==> src/rtl/i2cm_map.vh <==
`ifndef I2CM_MAP_VH
`define I2CM_MAP_VH
// timing: system clock and scl period in ns
`define I2CM_CLK_NS 100
`define I2CM_BIT_NS 10000
`define I2CM_QTR_CYC ((`I2CM_BIT_NS / 4) / `I2CM_CLK_NS)
// status codes
`define I2CM_ST_START 8'h08
`define I2CM_ST_RESTART 8'h10
`define I2CM_ST_AW_ACK 8'h18
`define I2CM_ST_AW_NACK 8'h20
`define I2CM_ST_TX_ACK 8'h28
`define I2CM_ST_TX_NACK 8'h30
`define I2CM_ST_ARB 8'h38
`define I2CM_ST_AR_ACK 8'h40
`define I2CM_ST_AR_NACK 8'h48
`define I2CM_ST_RX_ACK 8'h50
`define I2CM_ST_RX_NACK 8'h58
`define I2CM_ST_SW 8'h68
`define I2CM_ST_SGC 8'h78
`define I2CM_ST_SRX_ACK 8'h80
`define I2CM_ST_SRX_NACK 8'h88
`define I2CM_ST_GRX_ACK 8'h90
`define I2CM_ST_GRX_NACK 8'h98
`define I2CM_ST_SR 8'hB0
`define I2CM_ST_STX_ACK 8'hB8
`define I2CM_ST_STX_NACK 8'hC0
`define I2CM_ST_STX_LAST 8'hC8
`define I2CM_ST_XA_ACK 8'hD0
`define I2CM_ST_XA_NACK 8'hD8
`define I2CM_ST_NOINFO 8'hF8
// address fields
`define I2CM_TEN_PREFIX 5'h1E
`define I2CM_GC_ADDR 7'h00
// bit counter marks and bit phases
`define I2CM_BIT_ACK 4'h8
`define I2CM_BIT_END 4'h9
`define I2CM_PH_LOW 2'h0
`define I2CM_PH_RISE 2'h1
`define I2CM_PH_HIGH 2'h2
`define I2CM_PH_FALL 2'h3
// transmit buffer shape
`define I2CM_FIFO_W 8
`define I2CM_FIFO_D 4
`define I2CM_FIFO_AW 2
`endif
==> src/rtl/i2cm_ctrl.v <==
`timescale 1ns/1ps
`include "i2cm_map.vh"
////////////////////////////////////////////////////////////////////////////
// Operation
// - a repeated start reports 10h instead of 08h
// - after each sent data byte set flag, 28h on ack, 30h on nack
// - from 28h/30h clear flag to send next byte, restart, stop or both
// - at 38h a clear goes idle; with start set, start when bus frees
// - a stop request drives stop, clears itself, returns to idle
// - after 40h a clear receives a byte, acked per ack_enable
// - after 48h start, stop or both give restart, stop, stop then start
// - ten-bit restart with read reports 40h on ack, 48h on nack
// - lost to own write or general call: ack, 68h/78h, slave receive
// - lost to own read address: 0B0h, slave transmit, last byte marked
// - a repeated start in master receive reports 10h
// - after 50h a clear receives next byte, acked per ack_enable
// - after 58h start, stop or both give restart, stop, stop then start
// - loss during the nack bit reports 38h as in transmit
// - last received byte is nacked, then stop request ends transfer
// - start request waits for a free bus, sends start, posts 08h
module i2cm_ctrl (
  input wire clk,
  input wire rst_n,
  input wire scl_in,
  output wire scl_out,
  output wire scl_oe,
  input wire sda_in,
  output wire sda_out,
  output wire sda_oe,
  input wire ctl_wr,
  input wire ctl_start_request,
  input wire ctl_stop_request,
  input wire ctl_ack_enable,
  input wire ctl_service_flag,
  input wire soft_reset,
  input wire [6:0] own_addr,
  input wire gc_enable,
  input wire [7:0] tx_data,
  input wire tx_valid,
  output wire tx_ready,
  output wire service_flag,
  output wire [7:0] status_code_reg,
  output wire [7:0] data_byte_reg,
  output wire start_request,
  output wire stop_request,
  output wire ack_enable,
  output wire bus_busy
);
  localparam [6:0] S_IDLE = 7'h01;
  localparam [6:0] S_START = 7'h02;
  localparam [6:0] S_BYTE = 7'h04;
  localparam [6:0] S_STOP = 7'h08;
  localparam [6:0] S_WAIT = 7'h10;
  localparam [6:0] S_LOAD = 7'h20;
  localparam [6:0] S_SLV = 7'h40;
  localparam [31:0] QTR_FULL = `I2CM_QTR_CYC - 1;
  localparam [4:0] QTR_LAST = QTR_FULL[4:0];

  reg [6:0] state_q;
  reg [1:0] phase_q;
  reg [4:0] qcnt_q;
  reg [3:0] bit_q;
  reg [7:0] sh_q;
  reg [7:0] txsh_q;
  reg [7:0] status_q;
  reg [7:0] data_q;
  reg flag_q, sta_q, stp_q, aak_q;
  reg ack_bit_q, ack_rx_q, ack_drv_q;
  reg restart_q, hold_q, addr_byte_q, rx_mode_q, byte_rx_q;
  reg ten_q, ext_q, slv_q, slv_tx_q, slv_addr_q, gc_q, last_q;
  reg busy_q, low_q, scl_oe_q, sda_oe_q;
  reg scl_s1, scl_s2, scl_s3, sda_s1, sda_s2, sda_s3;
  reg scl_pull, sda_pull;
  wire fifo_valid;
  wire [7:0] fifo_data;
  wire fifo_pop;
  wire scl_rise, scl_fall, start_seen, stop_seen;
  wire in_master, tick, advance, slv_release, arb_lost, clr_now;
  wire [1:0] hit;

  // matches a received address byte: bit 1 general call, bit 0 selected
  function [1:0] addr_hit;
    input [7:0] b;
    input [6:0] own;
    input gc_en;
    reg gc;
    begin
      gc = (b[7:1] == `I2CM_GC_ADDR) & gc_en & ~b[0];
      addr_hit = {gc, gc | (b[7:1] == own)};
    end
  endfunction

  ////////////////////////////////////////////////////////////////////////
  // transmit byte buffer between software and the shifter
  i2cm_fifo #(
    .WIDTH(`I2CM_FIFO_W),
    .DEPTH(`I2CM_FIFO_D),
    .AW(`I2CM_FIFO_AW)
  ) u_txbuf (
    .clk(clk),
    .rst_n(rst_n),
    .in_valid(tx_valid),
    .in_ready(tx_ready),
    .in_data(tx_data),
    .out_valid(fifo_valid),
    .out_ready(fifo_pop),
    .out_data(fifo_data)
  );

  ////////////////////////////////////////////////////////////////////////
  // pin synchronisers; the first stage feeds only the second
  always @(posedge clk) begin
    if (!rst_n) begin
      scl_s1 <= 1'b1;
      scl_s2 <= 1'b1;
      scl_s3 <= 1'b1;
      sda_s1 <= 1'b1;
      sda_s2 <= 1'b1;
      sda_s3 <= 1'b1;
    end else begin
      scl_s1 <= scl_in;
      scl_s2 <= scl_s1;
      scl_s3 <= scl_s2;
      sda_s1 <= sda_in;
      sda_s2 <= sda_s1;
      sda_s3 <= sda_s2;
    end
  end

  // bus events seen on the synchronised lines
  assign scl_rise = scl_s2 & ~scl_s3;
  assign scl_fall = ~scl_s2 & scl_s3;
  assign start_seen = scl_s2 & scl_s3 & sda_s3 & ~sda_s2;
  assign stop_seen = scl_s2 & scl_s3 & ~sda_s3 & sda_s2;
  assign hit = addr_hit(sh_q, own_addr, gc_enable);

  // quarter-bit timer; the rising phase waits for a stretched clock
  assign in_master = (state_q == S_START) | (state_q == S_BYTE) |
                     (state_q == S_STOP);
  assign tick = (qcnt_q == 5'h00);
  assign advance = tick & in_master &
                   ((phase_q != `I2CM_PH_RISE) | scl_s2);
  assign slv_release = (state_q == S_SLV) & hold_q & tick;
  assign fifo_pop = (state_q == S_LOAD) & fifo_valid;
  assign clr_now = ctl_wr & ~ctl_service_flag & flag_q;
  // a released line read low while we meant it high
  assign arb_lost = (state_q == S_BYTE) & advance &
                    (phase_q == `I2CM_PH_HIGH) & ~sda_s2 &
                    ((bit_q != `I2CM_BIT_ACK) ?
                     (~byte_rx_q & txsh_q[7]) :
                     (byte_rx_q & ~ack_bit_q));

  always @(posedge clk) begin
    if (!rst_n) begin
      qcnt_q <= QTR_LAST;
    end else if (!(in_master | ((state_q == S_SLV) & hold_q)) |
                 advance | slv_release) begin
      qcnt_q <= QTR_LAST;
    end else if (!tick) begin
      qcnt_q <= qcnt_q - 5'h01;
    end
  end

  ////////////////////////////////////////////////////////////////////////
  // line pulls decoded from state and phase
  always @* begin
    scl_pull = 1'b0;
    sda_pull = 1'b0;
    case (state_q)
      S_START: begin
        scl_pull = (phase_q == `I2CM_PH_LOW) | (phase_q == `I2CM_PH_FALL);
        sda_pull = phase_q[1];
      end
      S_BYTE: begin
        scl_pull = (phase_q == `I2CM_PH_LOW) | (phase_q == `I2CM_PH_FALL);
        if (bit_q == `I2CM_BIT_ACK) begin
          sda_pull = byte_rx_q & ack_bit_q;
        end else begin
          sda_pull = ~byte_rx_q & ~txsh_q[7];
        end
      end
      S_STOP: begin
        scl_pull = (phase_q == `I2CM_PH_LOW);
        sda_pull = (phase_q != `I2CM_PH_FALL);
      end
      S_WAIT, S_LOAD: begin
        scl_pull = hold_q;
      end
      S_SLV: begin
        scl_pull = hold_q;
        if (slv_tx_q) begin
          sda_pull = (bit_q < `I2CM_BIT_ACK) & ~txsh_q[7];
        end else begin
          sda_pull = ack_drv_q;
        end
      end
      default: begin
        scl_pull = 1'b0;
      end
    endcase
  end

  // open-drain drivers: enable high pulls the line low
  always @(posedge clk) begin
    if (!rst_n) begin
      scl_oe_q <= 1'b0;
      sda_oe_q <= 1'b0;
      low_q <= 1'b0;
      busy_q <= 1'b0;
    end else begin
      scl_oe_q <= scl_pull;
      sda_oe_q <= sda_pull;
      low_q <= 1'b0;
      if (start_seen) begin
        busy_q <= 1'b1;
      end else if (stop_seen) begin
        busy_q <= 1'b0;
      end
    end
  end

  ////////////////////////////////////////////////////////////////////////
  // transfer sequencer
  always @(posedge clk) begin
    if (!rst_n || soft_reset) begin
      state_q <= S_IDLE;
      phase_q <= `I2CM_PH_LOW;
      bit_q <= 4'h0;
      sh_q <= 8'h00;
      txsh_q <= 8'h00;
      status_q <= `I2CM_ST_NOINFO;
      data_q <= 8'h00;
      flag_q <= 1'b0;
      sta_q <= 1'b0;
      stp_q <= 1'b0;
      aak_q <= 1'b0;
      ack_bit_q <= 1'b0;
      ack_rx_q <= 1'b0;
      ack_drv_q <= 1'b0;
      restart_q <= 1'b0;
      hold_q <= 1'b0;
      addr_byte_q <= 1'b0;
      rx_mode_q <= 1'b0;
      byte_rx_q <= 1'b0;
      ten_q <= 1'b0;
      ext_q <= 1'b0;
      slv_q <= 1'b0;
      slv_tx_q <= 1'b0;
      slv_addr_q <= 1'b0;
      gc_q <= 1'b0;
      last_q <= 1'b0;
    end else begin
      // software clear first so that a same-cycle set wins
      if (clr_now) begin
        flag_q <= 1'b0;
      end
      case (state_q)
        S_IDLE: begin
          if (sta_q && !busy_q && !start_seen) begin
            state_q <= S_START;
            phase_q <= `I2CM_PH_HIGH;
            restart_q <= 1'b0;
          end
        end
        S_START: begin
          if (advance) begin
            phase_q <= phase_q + 2'h1;
            if (phase_q == `I2CM_PH_FALL) begin
              flag_q <= 1'b1;
              status_q <= restart_q ? `I2CM_ST_RESTART :
                          `I2CM_ST_START;
              sta_q <= 1'b0;
              restart_q <= 1'b1;
              addr_byte_q <= 1'b1;
              ext_q <= 1'b0;
              hold_q <= 1'b1;
              state_q <= S_WAIT;
            end
          end
        end
        S_STOP: begin
          if (advance) begin
            phase_q <= phase_q + 2'h1;
            if (phase_q == `I2CM_PH_FALL) begin
              stp_q <= 1'b0;
              status_q <= `I2CM_ST_NOINFO;
              restart_q <= 1'b0;
              hold_q <= 1'b0;
              state_q <= S_IDLE;
            end
          end
        end
        S_BYTE: begin
          if (advance) begin
            phase_q <= phase_q + 2'h1;
            if (phase_q == `I2CM_PH_HIGH) begin
              if (bit_q != `I2CM_BIT_ACK) begin
                sh_q <= {sh_q[6:0], sda_s2};
              end else begin
                ack_rx_q <= ~sda_s2;
              end
              if (arb_lost && addr_byte_q) begin
                state_q <= S_SLV;
                hold_q <= 1'b0; // no stall of the winning master until our address ack ends
                slv_addr_q <= 1'b1;
                slv_tx_q <= 1'b0;
                bit_q <= bit_q + 4'h1;
                restart_q <= 1'b0;
              end else if (arb_lost) begin
                flag_q <= 1'b1;
                hold_q <= 1'b0; // lines released after a loss
                status_q <= `I2CM_ST_ARB;
                restart_q <= 1'b0;
                state_q <= S_WAIT;
              end
            end else if (phase_q == `I2CM_PH_FALL) begin
              if (bit_q == `I2CM_BIT_ACK) begin
                flag_q <= 1'b1;
                hold_q <= 1'b1;
                state_q <= S_WAIT;
                if (addr_byte_q) begin
                  addr_byte_q <= 1'b0;
                  ext_q <= ten_q & ~rx_mode_q;
                  if (rx_mode_q) begin
                    status_q <= ack_rx_q ? `I2CM_ST_AR_ACK :
                                `I2CM_ST_AR_NACK;
                  end else begin
                    status_q <= ack_rx_q ? `I2CM_ST_AW_ACK :
                                `I2CM_ST_AW_NACK;
                  end
                end else if (ext_q) begin
                  ext_q <= 1'b0;
                  status_q <= ack_rx_q ? `I2CM_ST_XA_ACK :
                              `I2CM_ST_XA_NACK;
                end else if (byte_rx_q) begin
                  data_q <= sh_q;
                  status_q <= ack_bit_q ? `I2CM_ST_RX_ACK :
                              `I2CM_ST_RX_NACK;
                end else begin
                  status_q <= ack_rx_q ? `I2CM_ST_TX_ACK :
                              `I2CM_ST_TX_NACK;
                end
              end else begin
                bit_q <= bit_q + 4'h1;
                txsh_q <= {txsh_q[6:0], 1'b0};
              end
            end
          end
        end
        S_WAIT: begin
          if (clr_now) begin
            phase_q <= `I2CM_PH_LOW;
            bit_q <= 4'h0;
            if ((status_q == `I2CM_ST_ARB) ||
                (status_q == `I2CM_ST_STX_NACK) ||
                (status_q == `I2CM_ST_STX_LAST) ||
                (status_q == `I2CM_ST_SRX_NACK) ||
                (status_q == `I2CM_ST_GRX_NACK)) begin
              hold_q <= 1'b0;
              state_q <= S_IDLE;
            end else if ((status_q == `I2CM_ST_SW) ||
                         (status_q == `I2CM_ST_SGC) ||
                         (status_q == `I2CM_ST_SRX_ACK) ||
                         (status_q == `I2CM_ST_GRX_ACK)) begin
              ack_bit_q <= ctl_ack_enable;
              slv_tx_q <= 1'b0;
              state_q <= S_SLV;
            end else if ((status_q == `I2CM_ST_SR) ||
                         (status_q == `I2CM_ST_STX_ACK)) begin
              last_q <= ~ctl_ack_enable;
              slv_q <= 1'b1;
              state_q <= S_LOAD;
            end else if (ctl_stop_request) begin
              state_q <= S_STOP;
            end else if (ctl_start_request) begin
              state_q <= S_START;
            end else if ((status_q == `I2CM_ST_AR_ACK) ||
                         (status_q == `I2CM_ST_RX_ACK) ||
                         (status_q == `I2CM_ST_RX_NACK)) begin
              ack_bit_q <= ctl_ack_enable;
              byte_rx_q <= 1'b1;
              state_q <= S_BYTE;
            end else begin
              slv_q <= 1'b0;
              state_q <= S_LOAD;
            end
          end
        end
        S_LOAD: begin
          if (fifo_valid) begin
            txsh_q <= fifo_data;
            bit_q <= 4'h0;
            phase_q <= `I2CM_PH_LOW;
            if (slv_q) begin
              slv_tx_q <= 1'b1;
              state_q <= S_SLV;
            end else begin
              byte_rx_q <= 1'b0;
              state_q <= S_BYTE;
              if (addr_byte_q) begin
                rx_mode_q <= fifo_data[0];
                ten_q <= (fifo_data[7:3] == `I2CM_TEN_PREFIX) &
                         ~fifo_data[0];
              end
            end
          end
        end
        S_SLV: begin
          if (hold_q) begin
            if (tick) begin
              hold_q <= 1'b0;
            end
          end else if (start_seen || stop_seen) begin
            ack_drv_q <= 1'b0;
            slv_addr_q <= 1'b0;
            state_q <= S_IDLE;
          end else if (scl_rise) begin
            if (bit_q < `I2CM_BIT_ACK) begin
              if (!slv_tx_q) begin
                sh_q <= {sh_q[6:0], sda_s2};
              end
              bit_q <= bit_q + 4'h1;
            end else if (bit_q == `I2CM_BIT_ACK) begin
              ack_rx_q <= ~sda_s2;
              bit_q <= `I2CM_BIT_END;
            end
          end else if (scl_fall) begin
            if ((bit_q == `I2CM_BIT_ACK) && !slv_tx_q) begin
              if (slv_addr_q && !hit[0]) begin
                flag_q <= 1'b1;
                status_q <= `I2CM_ST_ARB;
                slv_addr_q <= 1'b0;
                state_q <= S_WAIT;
              end else if (slv_addr_q) begin
                ack_drv_q <= 1'b1;
                gc_q <= hit[1];
                rx_mode_q <= sh_q[0];
              end else begin
                ack_drv_q <= ack_bit_q;
              end
            end else if (bit_q == `I2CM_BIT_END) begin
              ack_drv_q <= 1'b0;
              flag_q <= 1'b1;
              hold_q <= 1'b1;
              state_q <= S_WAIT;
              if (slv_addr_q) begin
                slv_addr_q <= 1'b0;
                status_q <= rx_mode_q ? `I2CM_ST_SR :
                            (gc_q ? `I2CM_ST_SGC : `I2CM_ST_SW);
              end else if (slv_tx_q) begin
                status_q <= !ack_rx_q ? `I2CM_ST_STX_NACK :
                            (last_q ? `I2CM_ST_STX_LAST :
                             `I2CM_ST_STX_ACK);
              end else begin
                data_q <= sh_q;
                if (gc_q) begin
                  status_q <= ack_bit_q ? `I2CM_ST_GRX_ACK :
                              `I2CM_ST_GRX_NACK;
                end else begin
                  status_q <= ack_bit_q ? `I2CM_ST_SRX_ACK :
                              `I2CM_ST_SRX_NACK;
                end
              end
            end else if (slv_tx_q && (bit_q < `I2CM_BIT_ACK)) begin
              txsh_q <= {txsh_q[6:0], 1'b0};
            end
          end
        end
        default: begin
          state_q <= S_IDLE;
        end
      endcase
      // software control writes; a written bit beats a hardware clear
      if (ctl_wr) begin
        sta_q <= ctl_start_request;
        stp_q <= ctl_stop_request;
        aak_q <= ctl_ack_enable;
      end
    end
  end

  // outputs
  assign scl_out = low_q;
  assign sda_out = low_q;
  assign scl_oe = scl_oe_q;
  assign sda_oe = sda_oe_q;
  assign service_flag = flag_q;
  assign status_code_reg = status_q;
  assign data_byte_reg = data_q;
  assign start_request = sta_q;
  assign stop_request = stp_q;
  assign ack_enable = aak_q;
  assign bus_busy = busy_q;
endmodule // i2cm_ctrl

==> src/rtl/i2cm_fifo.v <==
`timescale 1ns/1ps
`include "i2cm_map.vh"
module i2cm_fifo #(
  parameter WIDTH = `I2CM_FIFO_W,
  parameter DEPTH = `I2CM_FIFO_D,
  parameter AW = `I2CM_FIFO_AW
) (
  input wire clk,
  input wire rst_n,
  input wire in_valid,
  output wire in_ready,
  input wire [WIDTH-1:0] in_data,
  output wire out_valid,
  input wire out_ready,
  output wire [WIDTH-1:0] out_data
);
  localparam [31:0] DEPTH_W = DEPTH;
  localparam [AW:0] FULL = DEPTH_W[AW:0];
  localparam [AW:0] NONE = {(AW+1){1'b0}};
  reg [WIDTH-1:0] mem [0:DEPTH-1];
  reg [AW-1:0] wr_q;
  reg [AW-1:0] rd_q;
  reg [AW:0] cnt_q;
  reg in_ready_q;
  reg out_valid_q;
  wire push;
  wire pop;
  wire [AW:0] cnt_d;

  // flags are registered from the next count, so they match it except in_ready, which reads low during reset
  assign push = in_valid & in_ready_q;
  assign pop = out_valid_q & out_ready;
  assign cnt_d = cnt_q + {{AW{1'b0}}, push} - {{AW{1'b0}}, pop};
  assign in_ready = in_ready_q;
  assign out_valid = out_valid_q;
  assign out_data = mem[rd_q];

  // storage
  always @(posedge clk) begin
    if (push) begin
      mem[wr_q] <= in_data;
    end
  end

  // pointers and flags
  always @(posedge clk) begin
    if (!rst_n) begin
      wr_q <= {AW{1'b0}};
      rd_q <= {AW{1'b0}};
      cnt_q <= NONE;
      in_ready_q <= 1'b0;
      out_valid_q <= 1'b0;
    end else begin
      if (push) begin
        wr_q <= wr_q + 1'b1;
      end
      if (pop) begin
        rd_q <= rd_q + 1'b1;
      end
      cnt_q <= cnt_d;
      in_ready_q <= (cnt_d != FULL);
      out_valid_q <= (cnt_d != NONE);
    end
  end
endmodule // i2cm_fifo

==> config.mk <==
export PLATFORM = sky130hd
export DESIGN_NAME = i2cm_ctrl
export DESIGN_NICKNAME = d
export VERILOG_FILES = /design/src/rtl/i2cm_ctrl.v /design/src/rtl/i2cm_fifo.v
export VERILOG_INCLUDE_DIRS = /design/src /design/src/rtl
export SDC_FILE = /design/constraint.sdc
export NUM_CORES = 1
export LEC_CHECK = 0
export ABC_AREA = 1
export BUFFER_PORTS_ARGS = -buffer_cell sky130_fd_sc_hd__buf_2
export CAP_MARGIN = 15
export CORE_MARGIN = 2
export CORE_UTILIZATION = 60
export DETAILED_ROUTE_END_ITERATION = 10
export PLACE_DENSITY = 0.77
export SYNTH_ARGS = -nofsm -noshare
export SYNTH_HDL_FRONTEND = slang
export SYNTH_HIERARCHICAL = 1
export SYNTH_SLANG_ARGS = --single-unit
export TNS_END_PERCENT = 100
==> constraint.sdc <==
create_clock -name clk -period 5.9 [get_ports clk]
set_clock_uncertainty 0.15 [all_clocks]
set_input_delay 0.885 -clock clk [delete_from_list [all_inputs] [get_ports clk]]
set_output_delay 0.885 -clock clk [all_outputs]
set_load 0.01 [all_outputs]
==> results.sh, run 1 <==
export IMPL_slew_headroom=0.427
export IMPL_regMostFlops="u_txbuf/mem"
export IMPL_placed_cells=1056
export IMPL_wl_per_cell_um=16.7
export IMPL_slowest_stage="fa_1"
export IMPL_synthCells=885
export IMPL_dieArea_um2=11900
export IMPL_drt_iter0_markers=692
export IMPL_antenna_found_initial=0
export IMPL_die_width_um=109
export IMPL_max_stage_delay_ns=0.43
export IMPL_synth_edf_count=32
export IMPL_cp_required_ns=6.18
export IMPL_synth_distinct_cells=50
export IMPL_async_flop_share=0
export IMPL_grtUsageMet1=0.418
export IMPL_clock_sinks=118
export IMPL_via_per_inst=5.69
export IMPL_synth_seq_area_share=0.405
export IMPL_dp_slack_ns=2.66
export IMPL_tightest_slew_ns=0.858
export IMPL_fmax_ghz=0.322
export IMPL_use_met3=0.0932
export IMPL_ant_nets=0
export IMPL_min_path_type="flip-flop to flip-flop"
export IMPL_area_growth_synth_to_final_pct=13.0
export IMPL_core_um2=10800
export IMPL_largest_reg_flops=32
export IMPL_drt_wl_total_um=18200
export IMPL_grt_pass1_wl_um=29200
export IMPL_top_usage_layer="met2"
export IMPL_place_congestion=0.982
export IMPL_ys_seq_elements=118
export IMPL_initial_core_util=0.613
export IMPL_place_area_um2=6900
export IMPL_final_common_cell="nand2_1"
export IMPL_grt_setup_unrepaired="no"
export IMPL_cts_tree="yes"
export IMPL_setup_violations=0
export IMPL_post_dp_hpwl_um=13400
export IMPL_synth_ff_type="dfxtp_1"
export IMPL_clkSlewWorstSetupHoldPaths_ns=0.06
export IMPL_final_nets=981
export IMPL_route_detailed_drc=0
export IMPL_total_leakage_power_nw=3.30
export IMPL_rows=38
export IMPL_drv_slew=0
export IMPL_grtUsageTotal=0.327
export IMPL_drive_gt1_frac=0.166
export IMPL_finalWorstSetupSlack_ns=2.79
export IMPL_io_buffer_count=47
export IMPL_crit_path_end_kind="flip-flop"
export IMPL_p_total_w=0.00208
export IMPL_yosys_warnings=6
export IMPL_hold_buffers=0
export IMPL_most_common_layout_cells="167 x nand2_1, 128 x nor2_1, 96 x inv_1, 86 x dfxtp_1, 72 x nand3_1"
export IMPL_cap_violations=0
export IMPL_diodes=0
export IMPL_cts_buffers=17
export IMPL_cp_num_buf_inv=4
export IMPL_drtPass1Iterations=5
export IMPL_crit_chain="nor2_2, nand2_4, nor2_4, inv_6, nor2_1, nand2_1, inv_1, ha_1, inv_1, ha_1, fa_1, nand2_1, inv_1, nor2_1, nand2_1"
export IMPL_post_cts_resize_count=0
export IMPL_startpoint_type="flip-flop"
export IMPL_cp_top_family="simple AND/OR/NAND/NOR gates"
export IMPL_htreeDepth=4
export IMPL_power_density_nw_per_um2=278
export IMPL_grt_max_degree=34
export IMPL_cts_setup_buffers=0
export IMPL_die_h_um=109
export IMPL_max_clock_path_buffers=2
export IMPL_layoutNonFillerInstCount=1088
export IMPL_final_hold_viol_count=0
export IMPL_overflow=0
export IMPL_tns_ns=0
export IMPL_ir_worst_vdd_mv=0.283
export IMPL_min_period_over_period=0.527
export IMPL_root_buffer="clkbuf_8"
export IMPL_period_needed_ns=3.11
export IMPL_syn_area_um2=6620
export IMPL_status="finished, final reports clean"
export IMPL_ioPinCount=53
export IMPL_crit_type="flip-flop to flip-flop"
export IMPL_use_met2=0.529
export IMPL_stdcell_area_um2=7480
export IMPL_clock_latency_ns=0.55
export IMPL_critPathMaxFanout=11
export IMPL_vias=6194
export IMPL_first_global_vias=5877
export IMPL_critical_path_arrival_ns=3.39
export IMPL_syn_area_per_cell_um2=7.48
[power by group]
| group | switching, W | internal [W] | total (W) |
|---|---|---|---|
| registers | 0.0000168 | 0.000868 | 0.000885 |
| clock network | 0.000413 | 0.000612 | 0.00103 |
| logic | 0.000115 | 0.0000521 | 0.000167 |
| total | 0.000545 | 0.00153 | 0.00208 |
[layer usage]
metal | part of all wire | routed length [µm]
met2 | 0.47 | 8450
met1 | 0.43 | 7760
met5 | 0 | 0
met3 | 0.084 | 1520
met4 | 0.023 | 422
[path summary, 6_finish.rpt]
kind / slack, ns / from / to / cells after the start
max: 2.79 / state_q[2]$_SDFFE_PP0P_ / u_txbuf/out_valid$_SDFF_PN0_ / 15
min: 0.26 / scl_s1$_SDFF_PN1_ / scl_s2$_SDFF_PN1_ / 1
max reg2reg: 2.79 / state_q[2]$_SDFFE_PP0P_ / u_txbuf/out_valid$_SDFF_PN0_ / 15
min reg2reg: 0.26 / scl_s1$_SDFF_PN1_ / scl_s2$_SDFF_PN1_ / 1
[final cells by class]
type	count	area, µm²
Fill cell	878	3310
Tap cell	140	175
Multi-Input combinational cell	636	3360
Timing Repair Buffer	48	243
Sequential cell	118	2680
Clock inverter	15	171
Inverter	114	433
Clock buffer	17	414
[stage by stage]
step | hold WS [ns] | utilization
2_1_floorplan | 0.243 | -
3_3_place_gp | 0.247 | 0.639
3_5_place_dp | 0.249 | 0.639
4_1_cts | 0.266 | 0.693
5_1_grt | 0.279 | 0.693
6_report | 0.259 | 0.693
[cells by family after synthesis]
group | after synthesis | share of synthesized area
other | 1 | 0.000566
adders and majority gates | 19 | 0.0370
buffers and inverters | 135 | 0.0894
xor gates and xnor gates | 7 | 0.00926
and+or+nand+nor | 443 | 0.316
DFF | 118 | 0.405
muxes | 7 | 0.0106
AOI/OAI and AO/OA | 155 | 0.132
[Yosys cell counts (2+ instances only)]
cell	count	area, µm²
o21ai_1	6	30.0
a21oi_1	52	260
nand4_1	13	81.3
nor2_1	129	484
mux2i_1	7	70.1
buf_4	6	45.0
o211ai_1	4	30.0
or2_2	5	31.3
clkbuf_1	7	26.3
a211oi_1	3	22.5
buf_6	6	67.6
nor2_4	9	101
nor3_1	10	50.1
dfxtp_1	86	1720
ha_1	18	225
nor2_2	10	62.6
xnor2_1	4	35.0
nand2_4	7	78.8
o21ai_0	64	320
o22ai_1	10	62.6
nand3b_1	2	15.0
nand3_2	5	50.1
nand3_1	72	360
edfxtp_1	32	961
a21oi_2	3	26.3
nand2_2	9	56.3
nand2_1	167	627
xor2_1	3	26.3
o21ai_2	5	43.8
inv_1	96	360
inv_2	16	60.1
Note: power is estimated with default switching activity, not from simulation.
==> run 2: changes to the inputs <==
--- a/config.mk
+++ b/config.mk
@@ -10,9 +10,9 @@
 export BUFFER_PORTS_ARGS = -buffer_cell sky130_fd_sc_hd__buf_2
 export CAP_MARGIN = 15
 export CORE_MARGIN = 2
-export CORE_UTILIZATION = 60
+export CORE_UTILIZATION = 55
 export DETAILED_ROUTE_END_ITERATION = 10
-export PLACE_DENSITY = 0.77
+export PLACE_DENSITY = 0.74
 export SYNTH_ARGS = -nofsm -noshare
 export SYNTH_HDL_FRONTEND = slang
 export SYNTH_HIERARCHICAL = 1
==> constraint.sdc (replaced) <==
create_clock -name clk -period 2.7 [get_ports clk]
set_clock_uncertainty 0.15 [all_clocks]
set_input_delay 0.405 -clock clk [delete_from_list [all_inputs] [get_ports clk]]
set_output_delay 0.405 -clock clk [all_outputs]
set_load 0.01 [all_outputs]
==> results.sh, run 2 (synthesized netlist as in run 1, its figures left out) <==
export IMPL_slowest_stage="fa_1"
export IMPL_rows=40
export IMPL_cp_required_ns=2.87
export IMPL_dp_slack_ns=0.0611
export IMPL_ant_nets=0
export IMPL_hold_buffers=0
export IMPL_clock_latency_ns=0.43
export IMPL_most_common_layout_cells="167 x nand2_1, 126 x nor2_1, 95 x inv_1, 84 x dfxtp_1, 71 x nand3_1"
export IMPL_pwr_share_seq=0.429
export IMPL_highest_layer="met4"
export IMPL_clock_sinks=118
export IMPL_p_int_w=0.00332
export IMPL_place_congestion=1.02
export IMPL_drive_gt1_frac=0.181
export IMPL_switching_power_w=0.00120
export IMPL_placed_cells=1072
export IMPL_final_hold_viol_count=0
export IMPL_critPathMaxFanout=6
export IMPL_hold_path_end="sda_s1$_SDFF_PN1_"
export IMPL_path_common_cell="nand2_1"
export IMPL_crit_path_end_kind="flip-flop"
export IMPL_first_global_vias=5577
export IMPL_cts_buffers=17
export IMPL_p_clk_frac=0.492
export IMPL_min_period_over_period=0.928
export IMPL_drt_wl_total_um=16200
export IMPL_largest_reg_flops=32
export IMPL_power_density_nw_per_um2=595
export IMPL_drv_slew=0
export IMPL_route_detailed_drc=0
export IMPL_finalWorstSetupSlack_ns=0.193
export IMPL_cts_tree="yes"
export IMPL_regMostFlops="u_txbuf/mem"
export IMPL_post_dp_hpwl_um=11900
export IMPL_cp_num_buf_inv=4
export IMPL_worstHoldStart="sda_in"
export IMPL_tightest_slew_ns=0.770
export IMPL_max_clock_path_buffers=2
export IMPL_hold_depth=2
export IMPL_swShare=0.265
export IMPL_ioPinCount=53
export IMPL_period_needed_ns=2.51
export IMPL_dr_wl_met3_um=1070
export IMPL_crit_chain="nor2_4, nand2_4, nor2_4, inv_6, nor2_2, nand2_1, inv_2, ha_1, inv_1, ha_1, fa_1, nand2_1, inv_1, nor2_2, nand2_1"
export IMPL_critical_path_arrival_ns=2.68
export IMPL_initial_core_util=0.558
export IMPL_dr_wl_met2_um=7660
export IMPL_cap_violations=0
export IMPL_die_h_um=114
export IMPL_status="finished, final reports clean"
export IMPL_grt_max_degree=35
export IMPL_min_path_type="primary input to flip-flop"
export IMPL_drtPass1Iterations=5
export IMPL_reg2regPathDepth=15
export IMPL_die_width_um=114
export IMPL_area_growth_synth_to_final_pct=14.5
export IMPL_io_buffer_count=47
export IMPL_overflow=0
export IMPL_reg2reg_from="state_q[2]$_SDFFE_PP0P_"
export IMPL_fmax_ghz=0.399
export IMPL_total_leakage_power_nw=3.36
export IMPL_grtUsageTotal=0.264
export IMPL_grt_pass1_wl_um=26800
export IMPL_crit_type="flip-flop to flip-flop"
export IMPL_final_nets=990
export IMPL_post_cts_resize_count=0
export IMPL_clkSlewWorstSetupHoldPaths_ns=0.06
export IMPL_ir_worst_vdd_mv=0.655
export IMPL_antenna_found_initial=0
export IMPL_via_per_inst=5.41
export IMPL_diodes=0
export IMPL_vias=5976
export IMPL_root_buffer="clkbuf_16"
export IMPL_r2r_slack_ns=0.19
export IMPL_core_um2=11900
export IMPL_p_comb_frac=0.080
export IMPL_slew_headroom=0.485
export IMPL_wl_per_cell_um=14.7
export IMPL_htreeDepth=4
export IMPL_max_stage_delay_ns=0.42
export IMPL_final_common_cell="nand2_1"
export IMPL_cp_top_family="simple AND/OR/NAND/NOR gates"
export IMPL_timing_rr_end="u_txbuf/in_ready$_SDFF_PN0_"
export IMPL_cts_setup_buffers=0
export IMPL_layoutNonFillerInstCount=1104
export IMPL_path_depth=15
export IMPL_setup_violations=0
export IMPL_startpoint_type="flip-flop"
export IMPL_wirelength_met1_um=7070
export IMPL_drt_iter0_markers=458
export IMPL_dieArea_um2=12900
[run 2: changes by cell type in the layout (fill, tap and decap cells not counted), moves of 2 or more]
cell | previous run | this run
buf_4 | 1 | 10
inv_6 | 5 | 9
clkinv_4 | 4 | 1
nor2_4 | 9 | 12
dfxtp_1 | 86 | 84
dfxtp_2 | 0 | 2
nor2_1 | 128 | 126
[run 2: worst max-delay path by stage]
stage	start	to	slack (ns)
2_1_floorplan	state_q[2]$_SDFFE_PP0P_	u_txbuf/in_ready$_SDFF_PN0_	0.11
3_3_place_gp	state_q[1]$_SDFFE_PP0P_	u_txbuf/in_ready$_SDFF_PN0_	0.12
3_5_place_dp	state_q[1]$_SDFFE_PP0P_	u_txbuf/out_valid$_SDFF_PN0_	0.06
4_1_cts	state_q[1]$_SDFFE_PP0P_	u_txbuf/in_ready$_SDFF_PN0_	0.01
5_1_grt	state_q[3]$_SDFFE_PP0P_	u_txbuf/in_ready$_SDFF_PN0_	-0.01
6_report	state_q[2]$_SDFFE_PP0P_	u_txbuf/in_ready$_SDFF_PN0_	0.19
[run 2: metrics by stage]
step	hold slack (ns)	cell area, µm²	setup TNS (ns)	util	power [W]
after floorplan	0.243	6640	0	-	0.00221
after global placement	0.250	6980	0	0.588	0.00231
after detailed placement	0.256	6980	0	0.588	0.00232
after CTS	0.0100	7560	0	0.637	0.00454
after global routing	0.0113	7580	-0.0103	0.639	0.00469
final	0.0162	7580	0	0.639	0.00452
[run 2: per-layer routing]
metal,GRT usage,vias to the layer above
met4,0.102,0
met2,0.430,198
met1,0.344,2722
met5,0,-
li1,-,3015
met3,0.0606,41
[run 2: area by class of cell]
type / count / area (µm²)
tap: 147 / 184
clock buffer: 17 / 425
inverter: 114 / 433
timing repair buffer: 57 / 310
fill: 1028 / 4280
clock inverter: 15 / 155
multi-input combinational: 636 / 3390
sequential: 118 / 2690
[run 2: power by group through the flow]
stage          Combinational, W  Clock, W  Sequential [W]
6_report               0.000361   0.00222         0.00193
5_1_grt                0.000409   0.00234         0.00194
4_1_cts                0.000354   0.00225         0.00193
3_5_place_dp           0.000350         0         0.00197
3_3_place_gp           0.000345         0         0.00197
2_1_floorplan          0.000243         0         0.00196
